### config.mk
export PLATFORM = sky130hd
export DESIGN_NAME = counter_array_module_mode
export DESIGN_NICKNAME = d
export VERILOG_FILES = /design/src/verilog/counter_array_pkg.sv /design/src/verilog/counter_array_module_mode.sv
export VERILOG_INCLUDE_DIRS = /design/src /design/src/verilog
export SDC_FILE = /design/constraint.sdc
export NUM_CORES = 1
export LEC_CHECK = 0
export ABC_AREA = 0
export BUFFER_PORTS_ARGS = -buffer_cell sky130_fd_sc_hd__buf_2
export CAP_MARGIN = 5
export CORE_MARGIN = 2
export CORE_UTILIZATION = 62
export CTS_BUF_LIST = sky130_fd_sc_hd__clkbuf_4
export DETAILED_ROUTE_END_ITERATION = 10
export PLACE_DENSITY = 0.8
export SLEW_MARGIN = 20
export SYNTH_ARGS = -nofsm -noshare
export SYNTH_HDL_FRONTEND = slang
export SYNTH_SLANG_ARGS = --single-unit
### constraint.sdc
create_clock -name ref_clk_in -period 2.56 [get_ports ref_clk_in]
set_input_delay 0.256 -clock ref_clk_in [delete_from_list [all_inputs] [get_ports ref_clk_in]]
set_output_delay 0.256 -clock ref_clk_in [all_outputs]
set_load 0.05 [all_outputs]
### src/verilog/counter_array_regs.svh
`ifndef COUNTER_ARRAY_REGS_SVH
`define COUNTER_ARRAY_REGS_SVH
// Special-function addresses
`define CNT_LOW_ADDR 8'hf9
`define CNT_HIGH_ADDR 8'hfa
`define MODE0_ADDR 8'hda
`define MODE1_ADDR 8'hdb
`define MODE2_ADDR 8'hdc
`define MODE3_ADDR 8'hdd
`define MODE4_ADDR 8'hde
`define MODE5_ADDR 8'hce
`define CCL0_ADDR 8'hfb
`define CCL1_ADDR 8'he9
`define CCL2_ADDR 8'heb
`define CCL3_ADDR 8'hed
`define CCL4_ADDR 8'hfd
`define CCL5_ADDR 8'hd2
`define CCH0_ADDR 8'hfc
`define CCH1_ADDR 8'hea
`define CCH2_ADDR 8'hec
`define CCH3_ADDR 8'hee
`define CCH4_ADDR 8'hfe
`define CCH5_ADDR 8'hd3
// Mode register field positions
`define MODE_WIDE_BIT 7
`define MODE_CMP_BIT 6
`define MODE_RISE_BIT 5
`define MODE_FALL_BIT 4
`define MODE_MATCH_BIT 3
`define MODE_TOG_BIT 2
`define MODE_PWM_BIT 1
`define MODE_IRQ_BIT 0
// Reset values, module count and watchdog module
`define MODE_RESET 8'h00
`define CNT_RESET 16'h0000
`define NUM_MODULES 6
`define WDOG_MODULE 5
`endif
### src/verilog/counter_array_pkg.sv
`default_nettype none
package counter_array_pkg;
  // Mode register layout, high bit first
  typedef struct packed {
    logic wide_mode_select;
    logic comparator_enable;
    logic rising_capture_enable;
    logic falling_capture_enable;
    logic match_flag_enable;
    logic toggle_enable;
    logic pulse_width_enable;
    logic compare_irq_enable;
  } module_mode_t;
  // Special-function bus access
  typedef struct packed {
    logic [7:0] addr;
    logic [7:0] wdata;
    logic wr;
    logic rd;
  } sfr_req_t;
  typedef enum logic [1:0] {
    OUT_IDLE, OUT_TOGGLE, OUT_FREQ, OUT_PWM
  } out_mode_t;
endpackage
`default_nettype wire

### src/verilog/counter_array_module_mode.sv
// Behaviour
// - Wide select picks 16-bit or 8-11-bit PWM
// - Comparator enable turns on value comparison
// - Rising input edge captures counter value
// - Falling input edge captures counter value
// - Match sets compare event flag
// - Toggle enable inverts output on match
// - Toggle plus PWM means frequency output
// - PWM enable drives modulated output pin
// - Irq enable masks compare event flag
// - Watchdog lock blocks module 5 mode writes; a CCL5 write still clears its comparator enable
// - Low byte exposes counter bits 7-0
// - Watchdog lock blocks counter low writes
// - High byte read returns low-read snapshot
// - Cycle select gives 8 to 11 bits
// - Compare low write clears comparator enable
`timescale 1ns/10ps
`default_nettype none
`include "counter_array_regs.svh"
module counter_array_module_mode
  import counter_array_pkg::*;
(
  input wire logic ref_clk_in, // System clock
  input wire logic rstn_in, // Synchronous reset, active low
  input wire sfr_req_t sfr_in, // Register bus request
  output logic [7:0] sfr_rdata_out, // Read data, registered
  input wire logic count_tick_in, // Counter advance strobe, same clock
  input wire logic watchdog_lock_enable_in, // Blocks module 5 mode writes and both counter byte writes
  input wire logic [1:0] cycle_length_select_in, // PWM cycle length
  input wire logic [5:0] capture_pin_in, // Async capture inputs
  input wire logic [5:0] compare_event_flag_clr_in, // Flag clear pulses
  output logic [5:0] compare_event_flag_out, // Sticky match/capture flags
  output logic [5:0] module_irq_out, // Masked interrupt requests
  output logic [5:0] module_output_pin_out // Module output levels
);
  logic [15:0] cnt_q;
  logic [7:0] snap_q;
  module_mode_t mode_q [0:5];
  logic [15:0] cc_q [0:5];
  logic [5:0] out_q;
  logic [5:0] flag_q;
  logic [7:0] rdata_d;
  logic [7:0] mode_addr [0:5];
  logic [7:0] ccl_addr [0:5];
  logic [7:0] cch_addr [0:5];
  logic [5:0] s1_q, s2_q, s3_q;
  logic [5:0] pin_lvl_q;

  assign mode_addr = '{`MODE0_ADDR, `MODE1_ADDR, `MODE2_ADDR,
                       `MODE3_ADDR, `MODE4_ADDR, `MODE5_ADDR};
  assign ccl_addr = '{`CCL0_ADDR, `CCL1_ADDR, `CCL2_ADDR,
                      `CCL3_ADDR, `CCL4_ADDR, `CCL5_ADDR};
  assign cch_addr = '{`CCH0_ADDR, `CCH1_ADDR, `CCH2_ADDR,
                      `CCH3_ADDR, `CCH4_ADDR, `CCH5_ADDR};

  // Counter write decode; the lock keeps software off the watchdog's count
  wire cnt_lo_wr = sfr_in.wr && sfr_in.addr == `CNT_LOW_ADDR
                   && !watchdog_lock_enable_in;
  wire cnt_hi_wr = sfr_in.wr && sfr_in.addr == `CNT_HIGH_ADDR
                   && !watchdog_lock_enable_in;
  wire cnt_lo_rd = sfr_in.rd && sfr_in.addr == `CNT_LOW_ADDR;

  // Cycle wrap bit chosen by cycle select for the narrow modes
  wire [15:0] cnt_next = cnt_q + 16'h0001;
  logic [3:0] wrap_bit;
  assign wrap_bit = 4'h7 + {2'b00, cycle_length_select_in};
  wire [15:0] low_mask = (16'h0001 << (wrap_bit + 4'h1)) - 16'h0001;

  // Shared counter and high-byte snapshot
  always_ff @(posedge ref_clk_in) begin
    if (!rstn_in) begin
      cnt_q <= `CNT_RESET;
      snap_q <= 8'h00;
    end else begin
      if (cnt_lo_wr) cnt_q[7:0] <= sfr_in.wdata;
      else if (cnt_hi_wr) cnt_q[15:8] <= sfr_in.wdata;
      else if (count_tick_in) cnt_q <= cnt_next;
      if (cnt_lo_rd) snap_q <= cnt_q[15:8];
    end
  end

  // Pin synchroniser: three stages; a level counts once stages two and three agree,
  // so a pin caught mid-change never gives a false edge
  always_ff @(posedge ref_clk_in) begin
    if (!rstn_in) begin
      s1_q <= 6'h00;
      s2_q <= 6'h00;
      s3_q <= 6'h00;
      pin_lvl_q <= 6'h00;
    end else begin
      s1_q <= capture_pin_in;
      s2_q <= s1_q;
      s3_q <= s2_q;
      pin_lvl_q <= pin_lvl_d;
    end
  end

  // Accepted pin level follows stage three only while stages two and three agree
  wire [5:0] pin_agree = ~(s2_q ^ s3_q);
  wire [5:0] pin_lvl_d = (pin_agree & s3_q) | (~pin_agree & pin_lvl_q);

  genvar i;
  generate
    for (i = 0; i < `NUM_MODULES; i = i + 1) begin : g_mod
      module_mode_t m;
      assign m = mode_q[i];
      wire locked = (i == `WDOG_MODULE) && watchdog_lock_enable_in;
      wire mode_wr = sfr_in.wr && sfr_in.addr == mode_addr[i] && !locked;
      wire ccl_wr = sfr_in.wr && sfr_in.addr == ccl_addr[i];
      wire cch_wr = sfr_in.wr && sfr_in.addr == cch_addr[i];
      wire rise = pin_agree[i] && s3_q[i] && !pin_lvl_q[i];
      wire fall = pin_agree[i] && !s3_q[i] && pin_lvl_q[i];
      wire cap = (m.rising_capture_enable && rise)
                 || (m.falling_capture_enable && fall);
      // Wide select only matters while PWM enable is set, in PWM and frequency output
      wire wide = m.pulse_width_enable && m.wide_mode_select;
      wire [15:0] cmp_mask = wide ? 16'hffff : low_mask;
      wire eq = m.comparator_enable && count_tick_in
                && ((cnt_q & cmp_mask) == (cc_q[i] & cmp_mask));
      wire wrap = count_tick_in && ((cnt_q & cmp_mask) == cmp_mask);
      out_mode_t om;
      assign om = (m.toggle_enable && m.pulse_width_enable) ? OUT_FREQ
                : m.pulse_width_enable ? OUT_PWM
                : m.toggle_enable ? OUT_TOGGLE : OUT_IDLE;
      wire set_flag = (eq && m.match_flag_enable) || cap;

      // Mode, compare value, flag and output pin per module
      always_ff @(posedge ref_clk_in) begin
        if (!rstn_in) begin
          mode_q[i] <= `MODE_RESET;
          cc_q[i] <= 16'h0000;
          flag_q[i] <= 1'b0;
          out_q[i] <= 1'b0;
        end else begin
          if (mode_wr) mode_q[i] <= sfr_in.wdata;
          else if (ccl_wr) mode_q[i].comparator_enable <= 1'b0;
          if (cap) cc_q[i] <= cnt_q;
          else if (ccl_wr) cc_q[i][7:0] <= sfr_in.wdata;
          else if (cch_wr) cc_q[i][15:8] <= sfr_in.wdata;
          // Set wins over a simultaneous clear
          if (set_flag) flag_q[i] <= 1'b1;
          else if (compare_event_flag_clr_in[i]) flag_q[i] <= 1'b0;
          case (om)
            OUT_TOGGLE, OUT_FREQ: if (eq) out_q[i] <= ~out_q[i];
            OUT_PWM: begin
              if (eq) out_q[i] <= 1'b1;
              else if (wrap) out_q[i] <= 1'b0;
            end
            default: out_q[i] <= out_q[i];
          endcase
        end
      end
      assign module_irq_out[i] = flag_q[i] && m.compare_irq_enable;
    end
  endgenerate

  // Read mux; unmapped addresses read zero
  always_comb begin
    rdata_d = 8'h00;
    if (sfr_in.addr == `CNT_LOW_ADDR) rdata_d = cnt_q[7:0];
    if (sfr_in.addr == `CNT_HIGH_ADDR) rdata_d = snap_q;
    for (int k = 0; k < `NUM_MODULES; k++) begin
      if (sfr_in.addr == mode_addr[k]) rdata_d = mode_q[k];
      if (sfr_in.addr == ccl_addr[k]) rdata_d = cc_q[k][7:0];
      if (sfr_in.addr == cch_addr[k]) rdata_d = cc_q[k][15:8];
    end
  end

  always_ff @(posedge ref_clk_in) begin
    if (!rstn_in) sfr_rdata_out <= 8'h00;
    else if (sfr_in.rd) sfr_rdata_out <= rdata_d;
  end

  assign compare_event_flag_out = flag_q;
  assign module_output_pin_out = out_q;

  // Checks
  property p_lock_mode;
    @(posedge ref_clk_in) disable iff (!rstn_in)
      (watchdog_lock_enable_in && sfr_in.wr && sfr_in.addr == `MODE5_ADDR)
      |=> $stable(mode_q[5]);
  endproperty
  a_lock_mode: assert property (p_lock_mode) else $error("module 5 mode changed");
  property p_lock_cnt;
    @(posedge ref_clk_in) disable iff (!rstn_in)
      (watchdog_lock_enable_in && sfr_in.wr && sfr_in.addr == `CNT_LOW_ADDR
       && !count_tick_in) |=> $stable(cnt_q);
  endproperty
  a_lock_cnt: assert property (p_lock_cnt) else $error("locked counter written");
  property p_low_wr;
    @(posedge ref_clk_in) disable iff (!rstn_in)
      (!watchdog_lock_enable_in && sfr_in.wr && sfr_in.addr == `CNT_LOW_ADDR)
      |=> cnt_q[7:0] == $past(sfr_in.wdata);
  endproperty
  a_low_wr: assert property (p_low_wr) else $error("low byte write lost");
  property p_snap;
    @(posedge ref_clk_in) disable iff (!rstn_in)
      (sfr_in.rd && sfr_in.addr == `CNT_LOW_ADDR) |=> snap_q == $past(cnt_q[15:8]);
  endproperty
  a_snap: assert property (p_snap) else $error("snapshot wrong");
  property p_snap_hold;
    @(posedge ref_clk_in) disable iff (!rstn_in)
      !(sfr_in.rd && sfr_in.addr == `CNT_LOW_ADDR) |=> $stable(snap_q);
  endproperty
  a_snap_hold: assert property (p_snap_hold) else $error("snapshot moved");
  property p_ccl_clr;
    @(posedge ref_clk_in) disable iff (!rstn_in)
      (sfr_in.wr && sfr_in.addr == `CCL0_ADDR) |=> !mode_q[0].comparator_enable;
  endproperty
  a_ccl_clr: assert property (p_ccl_clr) else $error("comparator not cleared");
  property p_irq;
    @(posedge ref_clk_in) disable iff (!rstn_in)
      module_irq_out[0] == (flag_q[0] && mode_q[0].compare_irq_enable);
  endproperty
  a_irq: assert property (p_irq) else $error("irq mask wrong");
  property p_match;
    @(posedge ref_clk_in) disable iff (!rstn_in)
      (g_mod[0].eq && mode_q[0].match_flag_enable) |=> flag_q[0];
  endproperty
  a_match: assert property (p_match) else $error("match flag not set");
  property p_toggle;
    @(posedge ref_clk_in) disable iff (!rstn_in)
      (g_mod[0].eq && mode_q[0].toggle_enable) |=> out_q[0] != $past(out_q[0]);
  endproperty
  a_toggle: assert property (p_toggle) else $error("output not toggled");
  property p_cap;
    @(posedge ref_clk_in) disable iff (!rstn_in)
      g_mod[5].cap |=> cc_q[5] == $past(cnt_q);
  endproperty
  a_cap: assert property (p_cap) else $error("capture wrong");
  c_cap: cover property (@(posedge ref_clk_in) g_mod[5].cap);
  c_pwm: cover property (@(posedge ref_clk_in) g_mod[0].om == OUT_PWM && g_mod[0].eq);
  c_freq: cover property (@(posedge ref_clk_in) g_mod[0].om == OUT_FREQ && g_mod[0].eq);
endmodule
`default_nettype wire

# ---- Word level (Yosys, flattened, before mapping)
# Memory sizes are Yosys's and may differ from the RTL's.
# Cells that the tools add are included.
# W data, S select, Z words.
dict set report word_totals {
  output_inout_bits 26
  mem_bits_rw 144
  in_bits 36
  wordCells 523
  mem_count 2
  register_bits 68
}
dict set report op_classes {
  n_bitwise 55
  n_mux 223
  n_addsub 4
  n_shift 1
  reduce_logical 155
  n_eq_ne 63
}
# memory words word_bits rd rd_ports_with_merged_regs write_ports line_no
set mem_list {}
lappend mem_list {cc_q 6 16 6 0 6 counter_array_module_mode.sv:39} ;# logic [15:0] cc_q [0:5];
lappend mem_list {mode_q 6 8 6 0 6 counter_array_module_mode.sv:38} ;# module_mode_t mode_q [0:5];
# op n
set op_table {}
lappend op_table {{$mux W8} 41}
lappend op_table {{$mux W16} 13}
lappend op_table {{$and A16 B16 Y16} 12}
lappend op_table {{$eq A16 B16 Y1} 12}
lappend op_table {{$eq A8 B8 Y1 const B} 20}
lappend op_table {{$mux W1} 151}
lappend op_table {{$logic_and A1 B1 Y1} 102}
lappend op_table {{$or A1 B1 Y1} 30}
lappend op_table {{$reduce_bool A2 Y1} 14}
lappend op_table {{$eq A2 B2 Y1 const B} 12}
lappend op_table {{$mux W2} 12}
lappend op_table {{$ne A3 B3 Y1 const B} 6}
lappend op_table {{$reduce_and A3 Y1} 6}
lappend op_table {{$add A16 B1 Y16 const B} 1}
lappend op_table {{$shl A1 B4 Y16 const A} 1}
lappend op_table {{$sub A16 B1 Y16 const B} 1}
lappend op_table {{$ne A2 B2 Y1 const B} 7}
lappend op_table {{$logic_not A1 Y1} 13}
lappend op_table {{$and A6 B6 Y6} 2}
lappend op_table {{$eq A2 B1 Y1 const B} 6}
lappend op_table {{$logic_or A1 B1 Y1} 12}
lappend op_table {{$not A6 Y6} 2}
lappend op_table {{$pmux W1 S2} 6}
lappend op_table {{$reduce_or A2 Y1} 6}
lappend op_table {{other kinds (6)} 13}

# ---- Logic depth before layout (Yosys ltp)
dict set report logic_depth {
  ltp_word 21
  ltp_mapped 10
  depth_no_buf 9
}

# ---- Worst setup path after synthesis
# No wires, ideal clock.
dict set report synth_timing {
  path_kind {input port to flip-flop}
  from {in sfr_in[10] (netlist bit)}
  to {mem mode_q[2][6] (netlist bit) (enable)}
  n_path_buf 3
  stages 7
  arrival_ns 1.903
  path_slack_ns 0.363
  setup_time_ns 0.294
  required_ns 2.266
  cell_sequence {buf_4 nor4bb_1 buf_2 buf_2 nand2_1 o21ai_0 nand2b_1}
}
# element line_no
set synth_rtl {}
lappend synth_rtl {{from (decl)} counter_array_module_mode.sv:25} ;# input wire sfr_req_t sfr_in,
lappend synth_rtl {{to (decl)} counter_array_module_mode.sv:38}

# ---- Worst setup path in the final report
dict set report layout_timing {
  from {reg cnt_q[1]}
  to {reg out_q[4] (netlist: module_output_pin_out[4])}
}
dict set report layout_between {
  elab_chain_len 5
  word_cells_on_any_way 10
  cone_classes {eq/ne: 4; mux: 2; bitwise: 1; reduce/logical: 3}
}
# element line_no
set layout_rtl {}
lappend layout_rtl {{from (decl)} counter_array_module_mode.sv:36} ;# logic [15:0] cnt_q;
lappend layout_rtl {{from (signal assigned)} counter_array_module_mode.sv:72} ;# cnt_q <= `CNT_RESET;
lappend layout_rtl {{from (signal assigned)} counter_array_module_mode.sv:75} ;# if (cnt_lo_wr) cnt_q[7:0] <= sfr_in.wdata;
lappend layout_rtl {{from (signal assigned)} counter_array_module_mode.sv:77} ;# else if (count_tick_in) cnt_q <= cnt_next;
lappend layout_rtl {{$and A16 B16 Y16 *} {counter_array_module_mode.sv:119, counter_array_module_mode.sv:120}}
lappend layout_rtl {{$eq A16 B16 Y1 (on tied branches)} {counter_array_module_mode.sv:119, counter_array_module_mode.sv:120}}
lappend layout_rtl {{$logic_and A1 B1 Y1 (on tied branches)} {counter_array_module_mode.sv:119, counter_array_module_mode.sv:120}}
lappend layout_rtl {{$ne A3 B3 Y1 (no source line) (tied with other cells)} --}
lappend layout_rtl {{$reduce_and A3 Y1 (no source line) / $pmux W1 S2 (equally long branches)} --}
lappend layout_rtl {{to (signal, indexed assignment)} counter_array_module_mode.sv:144} ;# OUT_TOGGLE, OUT_FREQ: if (eq) out_q[i] <= ~out_q[i];
lappend layout_rtl {{to (signal, indexed assignment)} counter_array_module_mode.sv:149} ;# default: out_q[i] <= out_q[i];
lappend layout_rtl {{to (decl)} counter_array_module_mode.sv:40} ;# logic [5:0] out_q;
# Every way passes the cells marked *; elsewhere a longest branch is shown, timed or not.
# A chain may end at the register's enable or synchronous reset.

==> flow_summary_export.csv <==
group,metric,value,unit
outcome,status,"finished, final reports clean",
worst_hold_path,hold_end,"cnt_q[0]",
setup_path,start_kind,"register",
power,swShare,26.6,%
setup_path,cp_data_arrival_time,2.99,ns
timing,hold_viol,0,
timing,skew,0.0417,ns
final_layout,drive_gt1_share,20.8,%
timing,slew_viol_final,0,
setup_path,cpMostUsedCell,"nor4_2",
clock_tree,cts.clk_slew.worst_paths,0.06,ns
yosys,synth_ff_type,"edfxtp_1",
route,via_count,11800,
final_layout,regArea,5690,um2
setup_path,r2r_cells,7,
worst_hold_path,hold_path_class,"input port to register",
final_layout,final_cell_count_no_fill,1730,
final_layout,fin_nets,1463,
placed_design,io_buffers,61,
die,core,20200,um2
final_layout,final_core_util,71.9,%
route,ant_nets,0,
setup_path,required,3.15,ns
power,seq_power_share,49.6,%
yosys,yosys-top-cells-area,"edfxtp_1, dfxtp_1, a22o_1",
setup_path,rr_endpoint,"module_output_pin_out[4]",
die,die-height,147,um
yosys,yosysSeqAreaShare,44.8,%
final_layout,syn2layout_area_growth,14.3,%
placed_design,dp.cells,1614,
clock_tree,cts.repair.resized,0,
global_route,use_met2,68.5,%
timing,maxSlewHeadroom,28.9,%
global_route,grt_pass1_vias,11300,
final_layout,final_common_cell,"edfxtp_1",
setup_path,r2r-start,"cnt_q[1]",
yosys,avgSynthCellArea,9.86,um2
yosys,async_reset_ff_share,0,%
timing,fin_crit_sh,93.6,%
yosys,synth-seq-cells,212,
setup_path,path_class,"register to register",
die,die_area,21600,um2
setup_path,path_cells,"buf_4 > xnor2_1 > nand4_1 > or3_1 > nor4_2 > nor4_1 > nor4_2",
global_route,grt_pass1_wl,70300,um
setup_path,slowest_delay,0.50,ns
placed_design,hpwl,34300,um
global_route,busiest_layer,"met2",
die,start_util,62.9,%
yosys,syn_inst,1287,
setup_path,critPathMaxFanout,15,
yosys,synth_top_cell_area_share,34.1,%
worst_hold_path,hold_depth,4,
yosys,syn-num-nets,1337,
global_route,gr-usage-met1,56.5,%
clock_tree,cts_root_buf,"clkbuf_4",
clock_tree,cts_setup_buffers,0,
route,vias_per_cell,6.81,
final_layout,multi_input_area,6390,um2
timing,rsz0062_at_grt,"no",
power,internal_power,5.77,mW
timing,max_freq,0.417,GHz
power,power_density,541,nW/um2
timing,fin_tns_setup,0,ns
route,first_pass_iters,5,
yosys,synth_top_cell_by_area,"edfxtp_1",
final_layout,mostFrequentLayoutCells,"edfxtp_1, a22o_1, buf_4",
route,drt-total-wl,47900,um
clock_tree,cts_made_buffers,55,
die,pin_count,62,
run,drv_cap,0,
power,leakage,5.67,nW
power,ir_drop,506,uV
clock_tree,clockBufferDepth,3,
route,drc,0,
yosys,synth_area,12700,um2
yosys,synth_cell_types,81,
final_layout,fill_cells,1554,
setup_path,slowest_stage,"nor4_2",
clock_tree,cts_sinks,212,
clock_tree,cts.htree.levels,2,
timing,setup_viol,0,
power,power_frac_clock,40.0,%
clock_tree,clk-insertion-delay-late,0.70,ns
power,power.switching,2.09,mW
worst_hold_path,min_from,"watchdog_lock_enable_in",
timing,fin_crit,2.40,ns
global_route,grtUsageMet3,9.50,%
setup_path,r2r_slack,0.16,ns
global_route,gr-usage-all-layers,44.1,%
die,die_w,147,um
die,row_count,52,
power,comb_power_share,10.3,%
global_route,grt-ovfl-total,0,
clock_tree,cts_tree,"built",
route,drt_iter0_drc,1501,
global_route,grt_start_max_net_pins,39,
global_route,antenna_found_initial,1,
timing,worst_slew_pin_slew,1.06,ns
route,drt-wirelength-per-cell,27.7,um
setup_path,endpoint_kind,"register",
placed_design,gp_congestion,1.08,
yosys,synth_edf_count,144,
yosys,ys_warn_count,0,
through the flow:
step | hold slack (ns) | cell area (um2) | power [mW] | setup WS [ns]
4_1_cts | 0.100 | 14500 | 7.83 | 0.222
3_5_place_dp | 0.421 | 13600 | 4.73 | 0.0729
2_1_floorplan | 0.383 | 12700 | 4.39 | 0.363
3_3_place_gp | 0.415 | 13600 | 4.72 | 0.126
6_report | 0.133 | 14500 | 7.86 | 0.164
5_1_grt | 0.130 | 14500 | 8.08 | 0.0875
repair_timing:
item / 4_1_cts / 5_1_grt
hold buffers: 12 / 0
endpoints found under the setup margin: 0 / 0
hold endpoints to repair: 12 / 0
metal layers:
layer	up-vias	part of all wire, %
met5	-	0
met4	0	7.4
met3	216	12
met2	960	44
met1	5512	36
li1	5087	-
how the worst max path moves through the flow:
stage | start | to | slack (ns) | cells past startpoint
global placement | sfr_in[12] | sfr_rdata_out[5] | 0.13 | 6
global route | cnt_q[14] | module_output_pin_out[5] | 0.09 | 5
finish | cnt_q[1] | module_output_pin_out[4] | 0.16 | 7
CTS | cnt_q[9] | module_output_pin_out[4] | 0.22 | 6
detailed placement | cycle_length_select_in[0] | module_output_pin_out[4] | 0.07 | 9
floorplan | sfr_in[10] | mode_q[2][6] | 0.36 | 7
Yosys cell counts (7+ instances only):
cell type / number
edfxtp_1: 144
a22o_1: 103
nand2_1: 90
nor2_1: 90
a21oi_1: 72
and2_1: 72
dfxtp_1: 68
xnor2_1: 53
o21ai_0: 51
xor2_1: 50
clkbuf_1: 46
buf_2: 39
nand3_1: 37
inv_1: 27
mux2i_1: 27
o22ai_1: 27
nand2b_1: 18
nor3_1: 18
a211oi_1: 17
a22oi_1: 17
nor4_1: 16
buf_4: 15
ha_1: 14
a31oi_1: 11
nor2b_1: 10
o221ai_1: 10
and3_1: 8
nand4_1: 8
or2_2: 8
a221oi_1: 7
area by class of cell:
class | count | area share [%]
multi-input combinational | 942 | 44.1
clock inverter | 10 | 0.448
sequential | 212 | 39.2
antenna | 1 | 0.0172
clock buffer | 93 | 4.81
tap | 270 | 2.33
timing repair buffer | 175 | 8.47
inverter | 27 | 0.698
power by group through the flow:
stage                     sequential (mW)  clock (mW)  combinational, mW
final                                3.90        3.15              0.811
after CTS                            3.90        3.16              0.781
after detailed placement             3.97           0              0.763
after global routing                 3.90        3.32              0.847
after global placement               3.97           0              0.755
after floorplan                      3.92           0              0.464
worst max-delay path, delay by kind of cell, from the launching register on:
family                    cells  cell delay [ns]
DFF                           1             0.33
and+or+nand+nor               5             1.45
buffers and inverters         1             0.35
xor gates and xnor gates      1             0.18
sequential cells by signal, indices dropped and copies added, names as in the netlist, 8 cells and up, named ones only:
name	cells
snap_q	8
cc_q	96
mode_q	48
sfr_rdata_out	8
cnt_q	16
kinds of logic after synthesis:
family | count (synthesis) | synth area share (%)
AO/OA/AOI/OAI | 373 | 21.1
buffers and inverters | 133 | 4.95
multiplexers | 30 | 2.40
adder cells (fa/ha/maj) | 14 | 1.38
AND/OR/NAND/NOR | 422 | 18.3
flip-flops | 212 | 44.8
XOR/XNOR | 103 | 7.11
No activity file was read; power rests on OpenSTA's default activity.
